File: config.mk
export PLATFORM = sky130hd
export DESIGN_NAME = txm_tx_ctrl
export DESIGN_NICKNAME = d
export VERILOG_FILES = /design/src/txm_pkg.sv /design/src/txm_dmon.sv /design/src/txm_tx_ctrl.sv
export SDC_FILE = /design/constraint.sdc
export NUM_CORES = 1
export LEC_CHECK = 0
export BUFFER_PORTS_ARGS = -buffer_cell sky130_fd_sc_hd__buf_4
export CORE_AREA = 2 2 169 171
export DETAILED_ROUTE_END_ITERATION = 7
export DIE_AREA = 0 0 171 173
export PLACE_DENSITY = 0.71
export SETUP_SLACK_MARGIN = 0.4
export SYNTH_ARGS = -nofsm -noshare
export SYNTH_HDL_FRONTEND = slang
export SYNTH_SLANG_ARGS = --single-unit
File: constraint.sdc
create_clock -name clock -period 4.5 [get_ports clock]
set_clock_uncertainty 0.15 [all_clocks]
set_input_delay 0.9 -clock clock [delete_from_list [all_inputs] [get_ports clock]]
set_output_delay 0.9 -clock clock [all_outputs]
set_load 0.01 [all_outputs]
File: src/txm_pkg.sv
// Purpose: Shared constants and types for the transmit control bank
// Assumes: One system clock; host port on the same clock
// Notes:   Channel index 0..11 maps from address upper nibble
package txm_pkg;

    // ------------------------------------------------------------
    // Sizes
    // ------------------------------------------------------------
    localparam int TXM_NCH = 12;            // Channels
    localparam int TXM_AW  = 8;             // Host address width
    localparam int TXM_DW  = 8;             // Host data width

    // ------------------------------------------------------------
    // Address map
    // ------------------------------------------------------------
    localparam logic [3:0] TXM_TC_LOW     = 4'h4; // Low nibble of register
    localparam logic [3:0] TXM_BANK0_LAST = 4'h5; // Last nibble, first bank
    localparam logic [3:0] TXM_BANK1_FRST = 4'h8; // First nibble, 2nd bank
    localparam logic [3:0] TXM_BANK1_LAST = 4'hd; // Last nibble, 2nd bank
    localparam logic [3:0] TXM_BANK1_OFFS = 4'h2; // Nibble minus channel

    // ------------------------------------------------------------
    // Register layout
    // ------------------------------------------------------------
    localparam int         TXM_BIT_INTMON = 5;     // Internal monitor select
    localparam int         TXM_BIT_INSERR = 4;     // Error insert command
    localparam logic [7:0] TXM_WR_MASK    = 8'h37; // Writable bits
    localparam logic [7:0] TXM_TC_RESET   = 8'h00; // Reset value

    // Transmit control register fields
    typedef struct packed {
        logic [1:0] rsv_hi;   // Reserved, reads zero
        logic       int_mon;  // 1: watch own pads
        logic       ins_err;  // Rising edge injects one error
        logic       rsv_mid;  // Reserved, reads zero
        logic [2:0] low;      // All-ones, clock edge, build-out
    } txm_tc_s;

    // Decoded host address
    typedef struct packed {
        logic       hit;      // Address names a register
        logic [3:0] ch;       // Channel index
    } txm_sel_s;

    // ------------------------------------------------------------
    // Drive monitor timing
    // ------------------------------------------------------------
    localparam int         TXM_DMO_PERIODS = 128;  // Quiet bit periods
    localparam logic [7:0] TXM_DMO_LIMIT   = 8'(TXM_DMO_PERIODS);
    localparam logic [7:0] TXM_DMO_LAST    = TXM_DMO_LIMIT - 8'h01;
    localparam logic [7:0] TXM_CNT_STEP    = 8'h01;

    // Address to channel decode
    function automatic txm_sel_s txm_decode(input logic [TXM_AW-1:0] a);
        txm_sel_s s;
        s.hit = 1'b0;
        s.ch  = a[7:4];
        if (a[3:0] == TXM_TC_LOW) begin
            if (a[7:4] <= TXM_BANK0_LAST) begin
                s.hit = 1'b1;
            end else if (a[7:4] >= TXM_BANK1_FRST &&
                         a[7:4] <= TXM_BANK1_LAST) begin
                s.hit = 1'b1;
                s.ch  = a[7:4] - TXM_BANK1_OFFS;
            end
        end
        return s;
    endfunction

endpackage

File: src/txm_dmon.sv
// Purpose: Per-channel transmit drive monitor alarm
// Assumes: bit_en is a one-cycle pulse per bit period
// Notes:   Pad and monitor pins are synchronised before use
`timescale 1ns/1ps

module txm_dmon
    import txm_pkg::*;
(
    // Clock and reset
    input  wire logic clock,
    input  wire logic rst,
    // Control
    input  wire logic int_mon,
    input  wire logic bit_en,
    // Observed pins
    input  wire logic tx_pos,
    input  wire logic tx_neg,
    input  wire logic mon_pos,
    input  wire logic mon_neg,
    // Alarm
    output logic      alarm
);

    // ------------------------------------------------------------
    // Pin synchronisers
    // ------------------------------------------------------------
    logic [3:0] s1_q;     // First stage, read by second only
    logic [3:0] s2_q;     // Second stage: tx_pos, tx_neg, mon_pos, mon_neg

    // Two-flop synchroniser
    always_ff @(posedge clock) begin
        if (rst) begin
            s1_q <= 4'h0;
            s2_q <= 4'h0;
        end else begin
            s1_q <= {tx_pos, tx_neg, mon_pos, mon_neg};
            s2_q <= s1_q;
        end
    end

    // ------------------------------------------------------------
    // Quiet period counter
    // ------------------------------------------------------------
    logic       act_q, act_d;     // Pulse seen this bit period
    logic [7:0] cnt_q, cnt_d;     // Quiet bit periods
    logic       alarm_q, alarm_d; // Alarm state
    logic       act_now;          // Pulse on selected source
    logic       bip;              // Activity over the period

    // Next state
    always_comb begin
        // Source select: own pads or monitor pins
        act_now = int_mon ? (s2_q[3] | s2_q[2])      // RQ1 RQ2
                          : (s2_q[1] | s2_q[0]);     // RQ1
        bip     = act_q | act_now;
        act_d   = bit_en ? 1'b0 : bip;
        cnt_d   = cnt_q;
        alarm_d = alarm_q;
        if (bit_en) begin
            if (bip) begin
                // Activity clears the alarm
                cnt_d   = 8'h00;                     // RQ8
                alarm_d = 1'b0;                      // RQ8
            end else if (cnt_q != TXM_DMO_LIMIT) begin
                // Count quiet periods, saturate
                cnt_d = cnt_q + TXM_CNT_STEP;
                if (cnt_q == TXM_DMO_LAST) begin
                    alarm_d = 1'b1;                  // RQ8
                end
            end
        end
    end

    // Registers
    always_ff @(posedge clock) begin
        if (rst) begin
            act_q   <= 1'b0;
            cnt_q   <= 8'h00;
            alarm_q <= 1'b0;
        end else begin
            act_q   <= act_d;
            cnt_q   <= cnt_d;
            alarm_q <= alarm_d;
        end
    end

    assign alarm = alarm_q;
endmodule

File: src/txm_tx_ctrl.sv
// Purpose: Per-channel transmit control registers, monitor and error insert
// Assumes: Host port is synchronous to clock; strobes last one cycle
// Notes:   Reads return data one cycle after the read strobe
`timescale 1ns/1ps

// What this block does
// [RQ1] Bit 5 selects pads or monitor pins
// [RQ2] Internal mode needs no monitor pin connection
// [RQ3] Error bit rising edge corrupts one bit
// [RQ4] Error insert needs generator and receiver enabled
// [RQ5] Host clears error bit before next request
// [RQ6] Register per channel at 0xm4, m valid
// [RQ7] Reserved bits 7, 6, 3 read zero
// [RQ8] Alarm after 128 quiet bit periods
module txm_tx_ctrl
    import txm_pkg::*;
(
    // Clock and reset
    input  wire logic                   clock,
    input  wire logic                   rst,
    // Processor port
    input  wire logic [TXM_AW-1:0]      cpu_addr,
    input  wire logic                   cpu_wr,
    input  wire logic                   cpu_rd,
    input  wire logic [TXM_DW-1:0]      cpu_wdata,
    output logic      [TXM_DW-1:0]      cpu_rdata,
    output logic                        cpu_rvalid,
    // Per-channel pattern status
    input  wire logic [TXM_NCH-1:0]     prbs_gen_en,
    input  wire logic [TXM_NCH-1:0]     prbs_rx_en,
    input  wire logic [TXM_NCH-1:0]     bit_en,
    // Per-channel line pins
    input  wire logic [TXM_NCH-1:0]     tx_line_out_pos,
    input  wire logic [TXM_NCH-1:0]     tx_line_out_neg,
    input  wire logic [TXM_NCH-1:0]     monitor_in_pos,
    input  wire logic [TXM_NCH-1:0]     monitor_in_neg,
    // Per-channel results
    output logic      [TXM_NCH-1:0]     driver_monitor_alarm,
    output logic      [TXM_NCH-1:0]     prbs_err_inject,
    output logic      [TXM_NCH-1:0][2:0] tx_ctrl_low
);

    // ------------------------------------------------------------
    // Register bank
    // ------------------------------------------------------------
    txm_tc_s [TXM_NCH-1:0] regs_q, regs_d;   // Control registers
    logic    [TXM_NCH-1:0] inj_q, inj_d;     // Error insert pulses
    logic    [TXM_DW-1:0]  rdata_q, rdata_d; // Read data
    logic                  rval_q, rval_d;   // Read answer strobe
    txm_sel_s              wsel;             // Decoded address

    // Next state of bank and read path
    always_comb begin
        regs_d  = regs_q;
        inj_d   = '0;
        rdata_d = '0;
        rval_d  = cpu_rd;
        wsel    = txm_decode(cpu_addr);              // RQ6
        // Write: reserved bits dropped
        if (cpu_wr && wsel.hit) begin
            regs_d[wsel.ch] = txm_tc_s'(cpu_wdata & TXM_WR_MASK); // RQ7
            // Edge of error bit, gated by both enables
            inj_d[wsel.ch] = !regs_q[wsel.ch].ins_err &&
                             cpu_wdata[TXM_BIT_INSERR] &&   // RQ3 RQ5
                             prbs_gen_en[wsel.ch] &&
                             prbs_rx_en[wsel.ch];           // RQ4
        end
        // Read: unmapped addresses return zero
        if (cpu_rd && wsel.hit) begin
            rdata_d = regs_q[wsel.ch];                      // RQ6 RQ7
        end
    end

    // Bank registers
    always_ff @(posedge clock) begin
        if (rst) begin
            regs_q  <= {TXM_NCH{TXM_TC_RESET}};
            inj_q   <= '0;
            rdata_q <= '0;
            rval_q  <= 1'b0;
        end else begin
            regs_q  <= regs_d;
            inj_q   <= inj_d;
            rdata_q <= rdata_d;
            rval_q  <= rval_d;
        end
    end

    assign cpu_rdata       = rdata_q;
    assign cpu_rvalid      = rval_q;
    assign prbs_err_inject = inj_q;

    // ------------------------------------------------------------
    // Per-channel drive monitors
    // ------------------------------------------------------------
    genvar gi;
    generate
        for (gi = 0; gi < TXM_NCH; gi++) begin : g_ch
            // Low bits go straight to the transmit section
            assign tx_ctrl_low[gi] = regs_q[gi].low;

            // Alarm from selected source
            txm_dmon u_dmon (
                .clock   (clock),
                .rst     (rst),
                .int_mon (regs_q[gi].int_mon),     // RQ1
                .bit_en  (bit_en[gi]),
                .tx_pos  (tx_line_out_pos[gi]),
                .tx_neg  (tx_line_out_neg[gi]),
                .mon_pos (monitor_in_pos[gi]),
                .mon_neg (monitor_in_neg[gi]),
                .alarm   (driver_monitor_alarm[gi]) // RQ2 RQ8
            );

        end
    endgenerate
endmodule

======== Word-level counts from Yosys, hierarchy flattened ========
Index checks and enable logic that the tools add are counted.
cells by class
  add/subtract/negate cells ............... 13
  multiply operators ...................... 0
  div/mod/pow operators ................... 0
  order comparisons ....................... 5
  equal/unequal tests ..................... 25
  shift-type cells ........................ 0
  muxes and demuxes ....................... 87
  bitwise gates (word level) .............. 39
  reduce and logical (&&, ||, !) cells .... 70
operator list
  kind                                                               number
  2-to-1 mux 8 bit                                                   26
  adder 8 x 1 -> 8 bit, second input constant                        12
  bitwise mux 96 bit                                                 1
  == test 8 x 7 -> 1 bit, second input constant                      12
  != test 8 bit, second input constant                               12
  2-to-1 mux 1 bit                                                   52
  nonzero test 2 bit                                                 24
  OR 1 bit                                                           36
  AND reduction 3 bit                                                12
  binary-select mux 8 bit (select 4 bit)                             1
  demux 8 bit (select 4 bit)                                         1
  OR reduction 2 bit                                                 14
  AND reduction 2 bit                                                12
  AND 12 bit                                                         1
  2-to-1 mux 5 bit                                                   2
  binary-select mux 1 bit (select 4 bit)                             2
  logical AND 1 bit                                                  7
  less-than comparator 4 x 5 -> 1 bit, second input constant         1
  demux 1 bit (select 4 bit)                                         1
  == test 4 x 3 -> 1 bit, second input constant                      1
  greater-or-equal comparator 4 x 1 -> 1 bit, second input constant  1
  greater-or-equal comparator 4 bit, second input constant           1
  <= comparator 4 x 3 -> 1 bit, second input constant                1
  <= comparator 4 bit, second input constant                         1
  other kinds (4)                                                    5
storage, ports and cells
  register bits after elaboration ......... 333
  latch bits .............................. 0
  memory bits (writable) .................. 0
  memory bits (read-only) ................. 0
  output and inout port bits .............. 69
  logic and storage cells ................. 362
  memories kept ........................... 0

======== Logic depth before layout (Yosys ltp) ========
  depth after elaboration ................. 12
  depth in mapped cells ................... 10

======== Cells and area by module ========
From an unflattened synthesis, not the netlist that was laid out.
unflattened totals
  cells, all modules ...................... 1477
  area, all modules ....................... 13380.3 um^2
modules (own cells, without submodules)
  module       times used  cells an instance  area an instance (um^2)  sequential area each (um^2)
  txm_dmon     12          83                 763.2                    360.3
  txm_tx_ctrl  1           481                4221.5                   1561.5

======== Worst setup path before layout ========
Ideal clock, no wire load.
  path type ............................... input to register
  start ................................... in cpu_addr[5]
  end ..................................... reg regs_q[76] (netlist bit)
  library setup time ...................... 0.128 ns
  arrival ................................. 2.917 ns
  slack ................................... 1.305 ns
  stages .................................. 10
  buffers on the path ..................... 2
  path through ............................ clkbuf_1 > clkinv_1 > ha_1 > nand2b_1 > a21oi_1 > nand3_4 > or3_1 > buf_2 > mux2i_1 > nor2_1
on the way
  cells in the longest elaborated chain, start to end .. 10
RTL lines
  item                                                                                                                     line                          RTL
  start, declared                                                                                                          txm_tx_ctrl.sv:22             input wire logic [TXM_AW-1:0] cpu_addr,
  greater-or-equal comparator 4 bit or <= comparator 4 bit (tied branches)                                                 txm_pkg.sv:61, txm_pkg.sv:62
  logical AND 1 bit                                                                                                        txm_pkg.sv:61                 end else if (a[7:4] >= TXM_BANK1_FRST &&
  2-to-1 mux 5 bit                                                                                                         txm_pkg.sv:61
  2-to-1 mux 4 bit                                                                                                         txm_pkg.sv:59                 if (a[7:4] <= TXM_BANK0_LAST) begin
  2-to-1 mux 5 bit *                                                                                                       txm_pkg.sv:58                 if (a[3:0] == TXM_TC_LOW) begin
  less-than comparator 4 x 5 -> 1 bit (implied by the code) or greater-or-equal comparator 4 x 1 -> 1 bit (tied branches)  txm_tx_ctrl.sv:61             regs_d[wsel.ch] = txm_tc_s'(cpu_wdata & TXM_WR_MASK);
  logical AND 1 bit (implied by the code)                                                                                  txm_tx_ctrl.sv:61
  2-to-1 mux 8 bit (implied by the code)                                                                                   txm_tx_ctrl.sv:61
  demux 8 bit (select 4 bit)                                                                                               txm_tx_ctrl.sv:61
  bitwise mux 96 bit                                                                                                       txm_tx_ctrl.sv:61
  end signal, assigned                                                                                                     txm_tx_ctrl.sv:77             regs_q <= {TXM_NCH{TXM_TC_RESET}};
  end signal, assigned                                                                                                     txm_tx_ctrl.sv:82             regs_q <= regs_d;
  end, declared                                                                                                            txm_tx_ctrl.sv:46             txm_tc_s [TXM_NCH-1:0] regs_q, regs_d;
Every way passes the cells marked *; elsewhere a longest branch is shown, timed or not.
A chain may end at the register's enable or synchronous reset.

======== Worst setup path in the final report ========
  start ................................... in cpu_addr[1]
  end ..................................... reg regs_q (netlist bit tx_ctrl_low[29])
on the way
  cells in the longest elaborated chain, start to end .. 7
RTL lines
  item                                                                                                                     line
  == test 4 x 3 -> 1 bit *                                                                                                 txm_pkg.sv:58
  2-to-1 mux 5 bit *                                                                                                       txm_pkg.sv:58
  less-than comparator 4 x 5 -> 1 bit (implied by the code) or greater-or-equal comparator 4 x 1 -> 1 bit (tied branches)  txm_tx_ctrl.sv:61
  logical AND 1 bit (implied by the code)                                                                                  txm_tx_ctrl.sv:61
  2-to-1 mux 8 bit (implied by the code)                                                                                   txm_tx_ctrl.sv:61
  demux 8 bit (select 4 bit)                                                                                               txm_tx_ctrl.sv:61
  bitwise mux 96 bit                                                                                                       txm_tx_ctrl.sv:61
Marks and branches as above.

==> reports/results.tsv <==
stage	metric	value	unit
min_path	Hold Startpoint	g_ch[10].u_dmon.s1_q[0]$_SDFF_PP0_	
sta	RSZ-0062 raised after global routing	no	
setup_path	CP top delay family	simple AND/OR/NAND/NOR gates	
clocking	CTS H-tree lvls	1	
floorplanning	row count	61	
synth	Area contributors post-synth	dfxtp_1 48%, nor2_1 7.6%, mux2i_1 7.1%	
route	via density per instance	4.95	
sta	final hold violation count	0	
clocking	CTS tree	done	
sta	Setup TNS	0	ps
route	drt total wl	25.4	mm
grt	vias in the first global route	8535	
clocking	clk root buf	clkbuf_16	
sta	FMAX	315	MHz
setup_path	crit start category	input pin	
cells_and_area	area delta synth->final	17.5	%
status	status	finished, final reports clean	
cells_and_area	post-route cell area	0.0144	mm2
power	VDD IR max	0.000265	V
min_path	hold path cells	1	
setup_path	WP data arrival	3430	ps
setup_path	worst stage delay on the critical path	760	ps
clocking	cts repair resizes	0	
synth	post-synthesis sequential area ratio	47.9	%
setup_path	Crit Path Max Fanout	16	
synth	count of cell types in the netlist	63	
route	wire per inst	14.0	um
setup_path	cell mode on critical path	buf_4	
min_path	Hold Path Class	reg -> reg	
grt	global route total overflow	0	
clocking	TritonCTS Buffers	30	
synth	Post-Synthesis Cells	1319	
min_path	Hold Crit Endpoint	g_ch[10].u_dmon.s2_q[0]$_SDFF_PP0_	
grt	GRT Util Overall	16.7	%
synth	mapped cell area	0.0123	mm2
cells_and_area	Diodes inserted	0	
floorplanning	die area	0.0296	mm2
placement	post-DP HPWL	18.0	mm
sta	Slew HR	43.6	%
floorplanning	core region area	0.0276	mm2
grt	initial antenna violation count	0	
route	vias	9004	
setup_path	worst reg-to-reg path cell count	7	
setup_path	Required @ worst endpoint	4760	ps
sta	WHS	281	ps
synth	Synth warnings	0	
sta	minimum clock period	3180	ps
placement	pre-CTS setup slack	786	ps
floorplanning	Vert. Die Dim	173	um
synth	ys async rst share	0	%
route	Routed Antenna Nets	0	
power	pwr dens	383	mW/mm2
route	starting DRC count in detailed routing	510	
setup_path	FF-to-FF Start	g_ch[7].u_dmon.cnt_q[0]$_SDFFE_PP0P_	
sta	final count of negative-setup-slack endpoints	0	
floorplanning	die span in x	171	um
flow_run	Max Cap Viol	0	
synth	Synth Flop Type	dfxtp_1	
grt	largest net degree at the start of global routing	56	
synth	Avg Inst Size Synth	9.32	um2
sta	Final Worst Setup Slack	1320	ps
synth	post-synth top area cell	dfxtp_1	
placement	IO Port Bufs	166	
setup_path	Slowest-stage cell, CP	nor4b_4	
clocking	Worst-Skew Late Latency	540	ps
route	DRC	0	
clocking	clock tree buffer depth	3	
synth	EDFF count, synth	0	
setup_path	CP Capture Type	register	
setup_path	FF-to-FF End	g_ch[7].u_dmon.cnt_q[2]$_SDFFE_PP0P_	
synth	synthesized flop and latch total	294	
placement	Area after DPL	0.0134	mm2
power	Leakage	0.00572	uW
cells_and_area	share of cells above drive strength 1	17.6	%
route	drt first pass iters	5	
clocking	clock slew at reported path FFs	60	ps
placement	final RePlAce weighted congestion	0.879	
clocking	Post-CTS Setup Bufs	0	
clocking	CTS Sinks	294	
setup_path	R2R Setup Slk	2600	ps
clocking	Hold Buf Count CTS	0	
sta	post-route clock period utilization	70.6	%
synth	Yosys top cell area share	47.9	%
setup_path	CP bufs+invs	2	
cells_and_area	fin nets	1546	
setup_path	CP Class	in -> reg	
floorplanning	initial core utilization	44.5	%
sta	final slew viol count	0	
floorplanning	total I/O pin count	173	
setup_path	crit path cell chain	buf_4 -> nor4b_4 -> a21oi_1 -> a21oi_2 -> buf_4 -> or3_1 -> mux2i_1 -> nor2_1	
sta	worst slew pin tran	843	ps
grt	global-route wire length before repair	41.1	mm
synthesized netlist by cell type (2+ instances only):
master / count
buf_2: 7
xor2_1: 30
inv_1: 39
o21ai_0: 21
buf_1: 2
o41a_1: 2
o211ai_1: 3
ha_1: 25
nand3_1: 46
nor3_1: 39
nor3_4: 7
nor2_1: 249
and3_1: 6
nand2b_1: 16
o41ai_1: 6
a31oi_1: 5
xnor2_1: 52
nor3b_1: 7
dfxtp_1: 294
mux4_2: 5
nand3b_1: 2
a211o_1: 4
or3_1: 6
nor2b_1: 99
mux2_2: 2
nand4_1: 40
a21oi_1: 32
buf_4: 51
nor4_1: 4
clkbuf_1: 43
o22ai_1: 8
o2111a_1: 2
a21oi_2: 2
nand2_1: 43
buf_6: 3
nor4b_1: 2
mux2i_1: 87
o31ai_1: 3
flip-flops by register name (all words and copies together), names as in the netlist:
| signal | flops |
|---|---|
| tx_ctrl_low | 36 |
| g_ch.u_dmon.cnt_q | 96 |
| prbs_err_inject | 12 |
| regs_q | 24 |
| g_ch.u_dmon.act_q | 12 |
| cpu_rvalid | 1 |
| g_ch.u_dmon.s2_q | 48 |
| g_ch.u_dmon.s1_q | 48 |
| g_ch.u_dmon.alarm | 12 |
| cpu_rdata | 5 |
worst max-delay path by stage:
| stage | end | cells past startpoint | start |
|---|---|---|---|
| after detailed placement | regs_q[12]$_SDFFE_PP0P_ | 8 | cpu_addr[1] |
| after global placement | tx_ctrl_low[28]$_SDFFE_PP0P_ | 8 | cpu_addr[1] |
| after global routing | tx_ctrl_low[3]$_SDFFE_PP0P_ | 8 | cpu_addr[1] |
| after CTS | regs_q[12]$_SDFFE_PP0P_ | 8 | cpu_addr[1] |
| after floorplan | regs_q[76]$_SDFFE_PP0P_ | 10 | cpu_addr[5] |
| final | tx_ctrl_low[29]$_SDFFE_PP0P_ | 8 | cpu_addr[1] |
stage by stage:
step                std cells  utilization (%)  total power [uW]
floorplan                1321                -              2980
global placement         1763             48.6              3100
detailed placement       1763             48.6              3110
CTS                      1818             52.3              5600
global route             1818             52.3              5750
finish                   1818             52.3              5530
cell type report:
cell class | instances | area, um2
Clock buffer | 41 | 883
Clock inverter | 14 | 129
Fill cell | 2559 | 13200
Inverter | 40 | 150
Multi-Input combinational cell | 881 | 5640
Sequential cell | 294 | 5890
Tap cell | 378 | 473
Timing Repair Buffer | 170 | 1280
logic make-up (layout without fill, tap and decap cells):
logic type,count (synthesis),count (layout),synth area share [%]
compound gates,98,98,5.35
other cells,1,3,0.0305
xor+xnor,82,82,5.84
flops,294,294,47.9
mux,94,94,8.18
simple gates,579,579,23.9
buf+inv,146,265,6.27
fa+ha+maj,25,25,2.55
power by group:
group / total [uW] / internal [uW] / switching, uW / leakage [uW]
combinational: 358 / 160 / 198 / 0.00282
clock: 2480 / 1480 / 994 / 0.000504
sequential: 2700 / 2670 / 28.4 / 0.00239
total: 5530 / 4310 / 1220 / 0.00572
layer usage:
layer | up-vias | global-route usage (%) | part of all wire [%]
met1 | 4213 | 21.7 | 45
met5 | - | 0 | 0
met3 | 51 | 2.95 | 4.7
met4 | 0 | 5.44 | 3.2
li1 | 4561 | - | -
met2 | 179 | 27.8 | 47
cell usage in the layout, fill, tap and decap left out, types with 5 or more instances in the layout:
master / n
and3_1: 6
nor3_4: 7
xor2_1: 30
a21oi_1: 32
inv_1: 39
nor2b_1: 99
o22ai_1: 8
nand4_1: 40
clkbuf_8: 7
nor2_1: 249
clkinv_2: 9
mux4_2: 5
o41ai_1: 6
o21ai_0: 21
nand3_1: 46
or3_1: 6
nor3b_1: 7
a31oi_1: 5
ha_1: 25
buf_4: 169
dfxtp_1: 294
clkbuf_16: 31
nand2_1: 43
nor3_1: 39
xnor2_1: 52
nand2b_1: 16
mux2i_1: 87
Note: power is estimated with default switching activity, not from simulation.
